==> src/rtl/uart_tx_regs.svh <==
// Purpose: Register map and constants of the frame-format transmitter
// Assumes: APB, 32-bit data, one aligned word per register
// Notes: Offsets are byte addresses
`ifndef UART_TX_REGS_SVH
`define UART_TX_REGS_SVH
`define OFS_DATA_BUFFER 12'h000
`define OFS_CTRL_STATUS_A 12'h004
`define OFS_CTRL_STATUS_B 12'h008
`define OFS_CTRL_STATUS_C 12'h00C
`define OFS_BAUD_DIVISOR 12'h010
// ctrl_status_a fields
`define A_BUF_EMPTY 5
`define A_TX_DONE 6
`define A_DOUBLE 1
// ctrl_status_b fields
`define B_NINTH 0
`define B_RX_ON 4
`define B_TX_ON 3
`define B_SIZE2 2
// ctrl_status_c fields
`define C_SIZE_LO 1
`define C_STOP 3
`define C_PAR_LO 4
`define C_SYNC 6
`define C_SYNC_MASTER 7
// Baud divisor fields and size
`define BAUD_W 12
`define SIZE_NINE 3'h7
`define PAR_EVEN 2'h2
`define PAR_ODD 2'h3
`define DIV_NORMAL 5'h10
`define DIV_DOUBLE 5'h08
`define DIV_SYNC 5'h02
`define RESET_SIZE 3'h3
`endif

==> src/rtl/uart_tx_pkg.sv <==
// Purpose: Types of the frame-format transmitter
// Assumes: Used as uart_tx_pkg::name only
// Notes: State codes are one-hot
package uart_tx_pkg;
	typedef enum logic [4:0] {
		ST_IDLE = 5'h01,
		ST_START = 5'h02,
		ST_DATA = 5'h04,
		ST_PARITY = 5'h08,
		ST_STOP = 5'h10
	} tx_state_t;
	typedef struct packed {
		logic [2:0] char_size_sel;
		logic [1:0] parity_mode_sel;
		logic stop_count_sel;
		logic transmit_on;
		logic receive_on;
		logic tx_ninth_bit;
		logic double_speed_sel;
		logic sync_mode_sel;
		logic sync_master;
		logic [11:0] baud_divisor;
	} cfg_t;
	typedef struct packed {
		logic psel;
		logic penable;
		logic pwrite;
		logic [11:0] paddr;
		logic [31:0] pwdata;
	} apb_req_t;
	typedef struct packed {
		logic pready;
		logic pslverr;
		logic [31:0] prdata;
	} apb_rsp_t;
	typedef struct packed {
		cfg_t cfg;
		tx_state_t state;
		logic [8:0] buf_data;
		logic buf_full;
		logic [8:0] shift;
		logic [3:0] bit_cnt;
		logic stop2;
		logic par;
		logic [11:0] baud_cnt;
		logic [3:0] tick_cnt;
		logic tx_done_flag;
		logic serial_out;
		logic serial_oe;
		logic sync_clock_out;
		logic sync_clock_oe;
		logic xck_s1;
		logic xck_s2;
		logic xck_prev;
		apb_rsp_t rsp;
	} state_t;
endpackage : uart_tx_pkg

==> src/rtl/uart_frame_format_transmitter.sv <==
// Purpose: Frame formatting and transmit path of a UART with APB registers
// Assumes: One clock core_clk; external sync clock sampled and edge detected
// Notes: Receiver logic is outside this block; its enable is only stored
// What this block does
// - Thirty frame formats are all accepted
// - Start bit, then data LSB first
// - Parity follows last data bit
// - Next frame back to back, else idle high
// - One format setting shared by both directions
// - Receiver checks only the first stop bit
// - Even parity is XOR; odd inverts it
// - Size field selects bits; 7 is nine
// - Parity field enables and picks even/odd
// - Stop select gives one or two stops
// - Transmit enable takes over serial output pin
// - Sync mode uses the sync clock pin
// - Data register write loads buffer, starts sending
// - Buffer moves when shifter idle or frame ends
// - Bit rate from divisor, speed, or sync clock
// - Unused high data bits are ignored
// - Ninth bit is sent unchanged
// - Bit clock is baud output over 16/8/2
// - Buffer empty flag tracks buffer contents
// - Done flag cleared by writing one
// - Parity on when upper field bit is one
`timescale 1ns/100ps
`include "uart_tx_regs.svh"
module uart_frame_format_transmitter (
	input wire logic core_clk,
	input wire logic rstn,
	input wire uart_tx_pkg::apb_req_t apb_req,
	output uart_tx_pkg::apb_rsp_t apb_rsp,
	output logic serial_out_pin,
	output logic serial_out_oe,
	input wire logic sync_clock_in,
	output logic sync_clock_out,
	output logic sync_clock_oe
);
	uart_tx_pkg::state_t s_ff;
	uart_tx_pkg::state_t nxt_s;

	// Data bits per frame from the size field
	function automatic logic [3:0] data_bits(input logic [2:0] sz);
		if (sz == `SIZE_NINE) begin
			data_bits = 4'h9;
		end else if (sz[2]) begin
			data_bits = 4'h8;
		end else begin
			data_bits = {2'h0, sz[1:0]} + 4'h5;
		end
	endfunction : data_bits

	// Parity over the valid data bits only
	function automatic logic parity_of(input logic [8:0] d, input logic [3:0] n, input logic odd);
		logic p;
		p = odd;
		for (int i = 0; i < 9; i++) begin
			if (4'(i) < n) begin
				p = p ^ d[i];
			end
		end
		parity_of = p;
	endfunction : parity_of

	logic apb_wr;
	logic bit_tick;
	logic frame_end;
	logic [4:0] div_sel;
	logic [3:0] nbits;

	always_comb begin
		apb_wr = apb_req.psel & apb_req.penable & apb_req.pwrite;
		nbits = data_bits(s_ff.cfg.char_size_sel);
		if (s_ff.cfg.sync_mode_sel) begin
			div_sel = `DIV_SYNC;
		end else if (s_ff.cfg.double_speed_sel) begin
			div_sel = `DIV_DOUBLE;
		end else begin
			div_sel = `DIV_NORMAL;
		end
		frame_end = 1'b0;
		bit_tick = 1'b0;
		nxt_s = s_ff;
		nxt_s.xck_s1 = sync_clock_in;
		nxt_s.xck_s2 = s_ff.xck_s1;
		nxt_s.xck_prev = s_ff.xck_s2;

		// Baud generator: reload on zero, one bit tick per 16/8/2 reloads
		if (s_ff.baud_cnt == '0) begin
			nxt_s.baud_cnt = s_ff.cfg.baud_divisor;
			if (s_ff.tick_cnt == 4'(div_sel - 5'h01)) begin
				nxt_s.tick_cnt = '0;
				bit_tick = 1'b1;
			end else begin
				nxt_s.tick_cnt = s_ff.tick_cnt + 4'h1;
			end
		end else begin
			nxt_s.baud_cnt = s_ff.baud_cnt - 12'h001;
		end
		// Slave sync mode: data changes on falling edge of external clock
		if (s_ff.cfg.sync_mode_sel && !s_ff.cfg.sync_master) begin
			bit_tick = s_ff.xck_prev & ~s_ff.xck_s2;
		end
		if (s_ff.cfg.sync_mode_sel && s_ff.cfg.sync_master && s_ff.cfg.transmit_on) begin
			if (s_ff.baud_cnt == '0 && s_ff.tick_cnt == '0) begin
				nxt_s.sync_clock_out = 1'b0;
			end else if (s_ff.baud_cnt == '0 && s_ff.tick_cnt == 4'h1) begin
				nxt_s.sync_clock_out = 1'b1;
			end
			nxt_s.sync_clock_oe = 1'b1;
		end else begin
			nxt_s.sync_clock_oe = 1'b0;
			nxt_s.sync_clock_out = 1'b0;
		end

		// Shifter; one format set drives both directions, so a change mid-frame corrupts it
		if (bit_tick) begin
			unique case (s_ff.state)
				uart_tx_pkg::ST_IDLE: begin
					nxt_s.serial_out = 1'b1;
				end
				uart_tx_pkg::ST_START: begin
					nxt_s.serial_out = 1'b0;
					nxt_s.state = uart_tx_pkg::ST_DATA;
					nxt_s.bit_cnt = nbits;
				end
				uart_tx_pkg::ST_DATA: begin
					nxt_s.serial_out = s_ff.shift[0];
					nxt_s.shift = {1'b0, s_ff.shift[8:1]};
					nxt_s.bit_cnt = s_ff.bit_cnt - 4'h1;
					if (s_ff.bit_cnt == 4'h1) begin
						if (s_ff.cfg.parity_mode_sel[1]) begin
							nxt_s.state = uart_tx_pkg::ST_PARITY;
						end else begin
							nxt_s.state = uart_tx_pkg::ST_STOP;
						end
						nxt_s.stop2 = s_ff.cfg.stop_count_sel;
					end
				end
				uart_tx_pkg::ST_PARITY: begin
					nxt_s.serial_out = s_ff.par;
					nxt_s.state = uart_tx_pkg::ST_STOP;
				end
				uart_tx_pkg::ST_STOP: begin
					nxt_s.serial_out = 1'b1;
					// Second stop is sent but the far receiver only checks the first
					if (s_ff.stop2) begin
						nxt_s.stop2 = 1'b0;
					end else begin
						frame_end = 1'b1;
						nxt_s.state = uart_tx_pkg::ST_IDLE;
					end
				end
			endcase
		end

		// Load shifter when idle or on the tick that starts the last stop bit
		if (s_ff.buf_full && (s_ff.state == uart_tx_pkg::ST_IDLE || frame_end)) begin
			nxt_s.shift = s_ff.buf_data;
			nxt_s.par = parity_of(s_ff.buf_data, nbits, s_ff.cfg.parity_mode_sel[0]);
			nxt_s.buf_full = 1'b0;
			nxt_s.state = uart_tx_pkg::ST_START;
		end else if (frame_end) begin
			nxt_s.tx_done_flag = 1'b1;
		end

		// Pin released only once shifter and buffer are empty
		if (s_ff.cfg.transmit_on) begin
			nxt_s.serial_oe = 1'b1;
		end else if (s_ff.state == uart_tx_pkg::ST_IDLE && !s_ff.buf_full) begin
			nxt_s.serial_oe = 1'b0;
		end
		if (!nxt_s.serial_oe) begin
			nxt_s.serial_out = 1'b1;
		end

		// APB slave, zero wait states
		nxt_s.rsp.pready = 1'b0;
		nxt_s.rsp.pslverr = 1'b0;
		nxt_s.rsp.prdata = '0;
		if (apb_req.psel && !apb_req.penable) begin
			nxt_s.rsp.pready = 1'b1;
			unique case (apb_req.paddr)
				`OFS_DATA_BUFFER: begin
					// Transmit buffer is write-only; reads give zero
					nxt_s.rsp.prdata = '0;
				end
				`OFS_CTRL_STATUS_A: begin
					nxt_s.rsp.prdata[`A_BUF_EMPTY] = ~nxt_s.buf_full;
					nxt_s.rsp.prdata[`A_TX_DONE] = nxt_s.tx_done_flag;
					nxt_s.rsp.prdata[`A_DOUBLE] = s_ff.cfg.double_speed_sel;
				end
				`OFS_CTRL_STATUS_B: begin
					nxt_s.rsp.prdata[`B_NINTH] = s_ff.cfg.tx_ninth_bit;
					nxt_s.rsp.prdata[`B_SIZE2] = s_ff.cfg.char_size_sel[2];
					nxt_s.rsp.prdata[`B_TX_ON] = s_ff.cfg.transmit_on;
					nxt_s.rsp.prdata[`B_RX_ON] = s_ff.cfg.receive_on;
				end
				`OFS_CTRL_STATUS_C: begin
					nxt_s.rsp.prdata[`C_SIZE_LO +: 2] = s_ff.cfg.char_size_sel[1:0];
					nxt_s.rsp.prdata[`C_STOP] = s_ff.cfg.stop_count_sel;
					nxt_s.rsp.prdata[`C_PAR_LO +: 2] = s_ff.cfg.parity_mode_sel;
					nxt_s.rsp.prdata[`C_SYNC] = s_ff.cfg.sync_mode_sel;
					nxt_s.rsp.prdata[`C_SYNC_MASTER] = s_ff.cfg.sync_master;
				end
				`OFS_BAUD_DIVISOR: begin
					nxt_s.rsp.prdata[`BAUD_W-1:0] = s_ff.cfg.baud_divisor;
				end
				default: nxt_s.rsp.pslverr = 1'b1;
			endcase
		end
		if (apb_wr && s_ff.rsp.pready) begin
			unique case (apb_req.paddr)
				`OFS_DATA_BUFFER: begin
					// Full buffer write is dropped; software must poll empty first
					if (!s_ff.buf_full) begin
						nxt_s.buf_data = {s_ff.cfg.tx_ninth_bit, apb_req.pwdata[7:0]};
						nxt_s.buf_full = 1'b1;
					end
				end
				`OFS_CTRL_STATUS_A: begin
					// Set wins over the one-to-clear write
					if (apb_req.pwdata[`A_TX_DONE] && !(frame_end && !s_ff.buf_full)) begin
						nxt_s.tx_done_flag = 1'b0;
					end
					nxt_s.cfg.double_speed_sel = apb_req.pwdata[`A_DOUBLE];
				end
				`OFS_CTRL_STATUS_B: begin
					nxt_s.cfg.tx_ninth_bit = apb_req.pwdata[`B_NINTH];
					nxt_s.cfg.char_size_sel[2] = apb_req.pwdata[`B_SIZE2];
					nxt_s.cfg.transmit_on = apb_req.pwdata[`B_TX_ON];
					nxt_s.cfg.receive_on = apb_req.pwdata[`B_RX_ON];
				end
				`OFS_CTRL_STATUS_C: begin
					nxt_s.cfg.char_size_sel[1:0] = apb_req.pwdata[`C_SIZE_LO +: 2];
					nxt_s.cfg.stop_count_sel = apb_req.pwdata[`C_STOP];
					nxt_s.cfg.parity_mode_sel = apb_req.pwdata[`C_PAR_LO +: 2];
					nxt_s.cfg.sync_mode_sel = apb_req.pwdata[`C_SYNC];
					nxt_s.cfg.sync_master = apb_req.pwdata[`C_SYNC_MASTER];
				end
				`OFS_BAUD_DIVISOR: begin
					nxt_s.cfg.baud_divisor = apb_req.pwdata[`BAUD_W-1:0];
					nxt_s.baud_cnt = apb_req.pwdata[`BAUD_W-1:0];
				end
				default: ;
			endcase
		end
		if (apb_req.psel && apb_req.penable) begin
			nxt_s.rsp.pready = 1'b0;
		end
	end

	always_ff @(posedge core_clk or negedge rstn) begin
		if (!rstn) begin
			s_ff.cfg.char_size_sel <= `RESET_SIZE;
			s_ff.cfg.parity_mode_sel <= 2'h0;
			s_ff.cfg.stop_count_sel <= 1'b0;
			s_ff.cfg.transmit_on <= 1'b0;
			s_ff.cfg.receive_on <= 1'b0;
			s_ff.cfg.tx_ninth_bit <= 1'b0;
			s_ff.cfg.double_speed_sel <= 1'b0;
			s_ff.cfg.sync_mode_sel <= 1'b0;
			s_ff.cfg.sync_master <= 1'b0;
			s_ff.cfg.baud_divisor <= 12'h000;
			s_ff.state <= uart_tx_pkg::ST_IDLE;
			s_ff.buf_data <= 9'h000;
			s_ff.buf_full <= 1'b0;
			s_ff.shift <= 9'h000;
			s_ff.bit_cnt <= 4'h0;
			s_ff.stop2 <= 1'b0;
			s_ff.par <= 1'b0;
			s_ff.baud_cnt <= 12'h000;
			s_ff.tick_cnt <= 4'h0;
			s_ff.tx_done_flag <= 1'b0;
			// Line idles high from reset
			s_ff.serial_out <= 1'b1;
			s_ff.serial_oe <= 1'b0;
			s_ff.sync_clock_out <= 1'b0;
			s_ff.sync_clock_oe <= 1'b0;
			s_ff.xck_s1 <= 1'b0;
			s_ff.xck_s2 <= 1'b0;
			s_ff.xck_prev <= 1'b0;
			s_ff.rsp <= '0;
		end else begin
			s_ff <= nxt_s;
		end
	end

	assign apb_rsp = s_ff.rsp;
	assign serial_out_pin = s_ff.serial_out;
	assign serial_out_oe = s_ff.serial_oe;
	assign sync_clock_out = s_ff.sync_clock_out;
	assign sync_clock_oe = s_ff.sync_clock_oe;
endmodule : uart_frame_format_transmitter

==> config.mk <==
export PLATFORM = sky130hd
export DESIGN_NAME = uart_frame_format_transmitter
export DESIGN_NICKNAME = d
export VERILOG_FILES = /design/src/rtl/uart_tx_pkg.sv /design/src/rtl/uart_frame_format_transmitter.sv
export VERILOG_INCLUDE_DIRS = /design/src /design/src/rtl
export SDC_FILE = /design/constraint.sdc
export NUM_CORES = 1
export LEC_CHECK = 0
export ABC_AREA = 1
export BUFFER_PORTS_ARGS = -buffer_cell sky130_fd_sc_hd__buf_2
export CORE_MARGIN = 2
export CORE_UTILIZATION = 50
export CTS_CLUSTER_DIAMETER = 60
export CTS_CLUSTER_SIZE = 24
export DETAILED_ROUTE_END_ITERATION = 8
export PLACE_DENSITY = 0.73
export SLEW_MARGIN = 5
export SYNTH_ARGS = -nofsm -noshare
export SYNTH_HDL_FRONTEND = slang
export SYNTH_SLANG_ARGS = --single-unit
==> constraint.sdc <==
create_clock -name core_clk -period 4.75 [get_ports core_clk]
set_clock_uncertainty 0.1 [all_clocks]
set_input_delay 0 -clock core_clk [delete_from_list [all_inputs] [get_ports core_clk]]
set_output_delay 0 -clock core_clk [all_outputs]
set_load 0.005 [all_outputs]
# Word-level counts from Yosys, hierarchy flattened
# Cells that the tools add are included.
[totals]
ff_bits = 112
latch_bits = 0
ramBits = 0
romBits = 0
inputBits = 50
output_inout_bits = 38
elab_cells = 182
mem_count = 0
[op_classes]
add_sub_neg = 5
multipliers = 0
div_mod_pow = 0
magnitude_cmp = 9
n_eq_ne = 18
shifts = 0
muxes = 68
bitwise = 15
n_reduce_logical = 36
[op_table]
columns = ["op", "n"]
rows = [
  ["two-way mux 1 bit", 40],
  ["two-way mux 12 bit", 3],
  ["two-way mux 34 bit", 1],
  ["two-way mux 5 bit", 5],
  ["equality test 12 x 4 -> 1 bit, second input constant", 2],
  ["logical NOT 12 bit", 2],
  ["two-way mux 4 bit", 6],
  ["one-hot mux 5 bit (4 select lines)", 1],
  ["< comparator 3 x 4 -> 1 bit, first input constant", 4],
  ["two-way mux 14 bit", 1],
  ["equality test 12 x 3 -> 1 bit, second input constant", 1],
  ["equality test 12 x 5 -> 1 bit, second input constant", 1],
  ["logical AND 1 bit", 12],
  ["AND reduction 2 bit", 6],
  ["subtractor 12 x 1 -> 12 bit, second input constant", 1],
  ["two-way mux 10 bit", 1],
  ["two-way mux 9 bit", 1],
  ["one-hot mux 3 bit (3 select lines)", 1],
  ["XOR 1 bit", 9],
  ["equality test 4 x 1 -> 1 bit, second input constant", 2],
  ["< comparator 1 x 4 -> 1 bit, first input constant", 2],
  ["< comparator 2 x 4 -> 1 bit, first input constant", 2],
  ["one-hot mux 4 bit (2 select lines)", 1],
  ["nonzero test 2 bit", 4],
  ["30 further kinds", 42],
]

# Longest topological paths before layout
[depth]
word_depth = 34
mapped_depth = 15
mapped_depth_nobuf = 14

# Worst setup path after synthesis
# OpenSTA, ideal clock, no wires.
[synth_path]
path_type = "register to register"
startpoint = "register s_ff[46] (netlist bit)"
endpoint = "register s_ff[58] (netlist bit)"
setup_time_ns = 0.117
arrival_time_ns = 1.671
required_ns = 4.533
slack_ns = 2.862
path_stages_with_launch = 15
n_path_buf = 1
synth_period_minus_slack_ns = 1.888
path_cell_list = "dfrtp_1 inv_1 ha_1 nand2_1 nor2_4 nand2_2 nor2_4 nand3_2 nand2_4 nand2_4 nand2_4 nand2_4 buf_6 nand2_1 o21ai_2"
[synth_between]
elab_chain_cells = 6
[synth_rtl]
columns = ["item", "line_no", "text"]
rows = [
  ["from (decl)", "uart_frame_format_transmitter.sv:39", "uart_tx_pkg::state_t s_ff;"],
  ["logical NOT 12 bit", "uart_frame_format_transmitter.sv:89", "if (s_ff.baud_cnt == '0) begin"],
  ["two-way mux 1 bit", "uart_frame_format_transmitter.sv:89", ""],
  ["two-way mux 1 bit", "uart_frame_format_transmitter.sv:101", "if (s_ff.cfg.sync_mode_sel && !s_ff.cfg.sync_master) begin"],
  ["two-way mux 1 bit", "uart_frame_format_transmitter.sv:117", "if (bit_tick) begin"],
  ["logical OR 1 bit", "uart_frame_format_transmitter.sv:158", "if (s_ff.buf_full && (s_ff.state == uart_tx_pkg::ST_IDLE || frame_end)) begin"],
  ["logical AND 1 bit", "uart_frame_format_transmitter.sv:158", ""],
]
# Every way passes these cells.
# A chain may end at the register's enable or synchronous reset.

# Final worst setup path
[layout_path]
startpoint = "register s_ff[46] (netlist bit)"
endpoint = "register s_ff[44] (netlist bit)"
[layout_between]
elab_chain_cells = 1
[layout_rtl]
columns = ["item", "line_no"]
rows = [
  ["logical NOT 12 bit", "uart_frame_format_transmitter.sv:89"],
]
# Every way passes these cells.

==> key figures <==
Floorplan
  – Die Y: 103 um
  – DIE AREA: approximately 0.011 mm2
  – Row cnt: 36
  – Core area: about 0.0097 mm2
  – Starting Density: 50.8%
  – Die Span X: 103 um
  – # IOs: 88

Place
  – Placed Instances: about 770
  – Port Buffers: 47
  – Post-DP HPWL: slightly below 8000 um
  – Area of placed instances: about 0.0051 mm2
  – Worst slack, placed: 2.26 ns
  – Global placement routability congestion: slightly below 0.9

Power and ir drop
  – Flop pwr share: 55.8%
  – VDD IR max: 167 uV
  – Sw Ratio: about a quarter
  – Switching power: 361 uW
  – Leakage: approximately 2.8 nW
  – Pwr per Cell Area: 264 mW/mm2
  – Comb power frac: under 10%
  – Cell-internal power: about 1.1 mW
  – Clock Power Share: between 30% and 40%

Timing
  – Final WS setup: roughly 2.2 ns
  – Worst-Margin Slew: around 0.74 ns
  – Fin crit share: a little over half
  – Max Clock Freq: just under 400 MHz
  – Slew headroom: roughly half
  – Total negative slack: 0 ns
  – Unrepaired setup endpoints after global routing: no
  – Max-slew violations: 0
  – Setup violations, final: 0
  – Hold Fails Final Rpt: 0
  – Fin crit period: around 2.5 ns

Yosys
  – Yosys warnings: 0
  – Top post-synthesis cells by count: 138 x nand2_1, 88 x dfrtp_1, 76 x inv_1, 59 x o21ai_0, 49 x nand3_1
  – Count of cell types in the netlist: 40
  – FFs w/ async S/R, synth: 100%
  – Count leader, synth: nand2_1
  – Main synth FF type: dfrtp_1
  – Cell Area, Synth: ~0.0049 mm2
  – Synth area leader: dfrtp_1
  – Leading post-synthesis cells by cell area: dfrtp_1 45%, nand2_1 11%, o21ai_0 6.0%, inv_1 5.8%, buf_4 5.2%
  – Avg Inst Size Synth: slightly above 8 um2
  – Sequential-to-total area share from yosys stat: 46.9%
  – Seq cells post-synth: around 90
  – Syn Inst Count: 609
  – Post-synth EDFFs: 0
  – Share of the synthesized area in the top cell type: between 40% and 50%

Setup path
  – R2R Setup Slk: ~2.2 ns
  – Worst setup startpoint: s_ff[46]$_DFF_PN0_
  – CP arrival: ~2.8 ns
  – CP max FO: 20
  – R2R Path End: s_ff[44]$_DFFE_PN0P_
  – Critical Path RT: 4.95 ns
  – CP Class: reg -> reg
  – Worst flop-to-flop path startpoint: s_ff[46]$_DFF_PN0_
  – Worst Setup Start Kind: flop
  – FF-to-FF path depth: 11
  – CP Capture Type: flop

Global route
  – Gr busiest metal: met2
  – Vias in the first global route: 3905
  – Met1 Track Usage GR: between 20% and 30%
  – First-pass GRT wire length: 17800 um
  – Grt total ovfl: 0
  – Total global-route track usage: around 22%
  – M3 GR Usage: 3.56%
  – Largest net degree at the start of global routing: just over 60
  – Initial antenna violation count: 0
  – Grt met2 use: 37.1%

Route
  – DRT antenna net count: 0
  – Wire length per cell: 13.6 um
  – Vias per cell: between 5 and 6
  – Final wirelength: 10900 um
  – # DRC: 0
  – First-pass DRT Iterations: 5
  – Via count: about 4200
  – DRT iter0 DRCs: 240

Clocking
  – # resized after CTS: 0
  – Total CTS buffers: 9
  – Post-CTS Hold Buffers: 25
  – Max clock buf depth: 2
  – Post-CTS Setup Inserts: 0
  – CTS root buffer: clkbuf_8
  – H-tree levels: 3
  – Clk sink count: 92
  – Worst skew pair latency: about 0.36 ns
  – Reg clk slew, reported paths: approximately 0.090 ns
  – CTS tree: yes

Finish
  – Fillcell total: 880
  – Fin util: ~57%
  – Multi-input combinational cell area: 0.00206 mm2
  – P&R area growth vs syn: 12.8%
  – Final Instance Area: about 0.0056 mm2
  – Share of layout cells above drive strength 1: a little over an eighth
  – # diodes: 0
  – Sequential Area: 0.00231 mm2
  – Cell Count, Final, Fillers Out: 807
  – Fin nets: 726

Run status
  – Status: finished clean

Flow run
  – Max_cap viols: 0

Min path
  – Hold Path Class: in -> async
[power by group through the flow]
stage               sequential, mW  clock, mW  combinational (mW)
floorplan                    0.830          0              0.0654
global placement             0.833          0              0.0909
detailed placement           0.832          0              0.0959
CTS                          0.817      0.547               0.110
global route                 0.820      0.581               0.127
finish                       0.817      0.538               0.110
[logic make-up (layout without fill, tap and decap cells)]
logic type	Yosys count	count (layout)	synth area share, %
buf+inv	127	173	12.6
xor+xnor	15	15	2.67
compound gates	95	95	10.8
mux	1	1	0.229
simple gates	271	271	24.9
other cells	1	20	0.0762
flops	92	92	46.9
fa+ha+maj	7	7	1.78
[cells in the final DEF (no fill, tap or decap), types with 2 or more instances in the layout]
cell / n
nand2_4: 4
inv_2: 6
a31oi_1: 2
nor2_1: 43
o21ai_0: 59
nor3b_1: 2
dfstp_2: 4
nand4_1: 8
nand2_1: 138
ha_1: 7
xor2_1: 10
o211ai_1: 7
nand3_1: 49
buf_4: 2
clkinvlp_4: 3
dfrtp_1: 88
nor2_4: 3
dlygate4sd3_1: 25
nand3b_1: 6
buf_2: 46
a21oi_1: 14
nand2_2: 2
o221ai_1: 4
clkbuf_8: 10
nor3_1: 10
inv_1: 76
conb_1: 20
xnor2_1: 5
clkinv_1: 2
nor2_2: 2
o22ai_1: 4
[routing by layer]
layer	share of wire, %	wire length (um)
met1	42	4590
met2	51	5570
met3	4.2	459
met4	3.0	324
met5	0	0
[registers in the layout, indices dropped and copies added, names as in the netlist]
register,cells
apb_rsp,14
serial_out_pin,1
sync_clock_oe,1
s_ff,72
sync_clock_out,1
serial_out_oe,1
nxt_s,2
[per-stage QoR]
stage | hold WS [ns] | power (mW)
floorplan | -0.396 | 0.896
global placement | -0.139 | 0.924
detailed placement | -0.137 | 0.928
CTS | 0.0108 | 1.47
global route | 0.0395 | 1.53
finish | 0.0123 | 1.47
[how the worst max path moves through the flow]
stage / endpoint / slack, ns
after global placement: s_ff[44]$_DFFE_PN0P_ / 2.32
after floorplan: s_ff[58]$_DFFE_PN0P_ / 2.86
after global routing: s_ff[45]$_DFFE_PN0P_ / 1.97
after CTS: s_ff[44]$_DFFE_PN0P_ / 2.24
final: s_ff[44]$_DFFE_PN0P_ / 2.20
after detailed placement: s_ff[44]$_DFFE_PN0P_ / 2.26
[layout make-up]
class	instances	share of cell area, %
Tap cell	133	3.00
Clock inverter	5	1.10
Sequential cell	92	41.6
Timing Repair Buffer	73	8.93
Multi-Input combinational cell	409	37.2
Inverter	84	5.68
Clock buffer	11	2.55
[worst max-delay path: stages (launching register included)]
cell and delay, ns:
dfrtp_1 0.39, inv_1 0.09, ha_1 0.20, inv_1 0.06
nor2_1 0.15, nand3_1 0.12, nor2_1 0.17, nand3_1 0.55
inv_1 0.29, nand2_1 0.10, a21oi_1 0.13, o21a_1 0.13
Power figures use the tool's default switching activity.
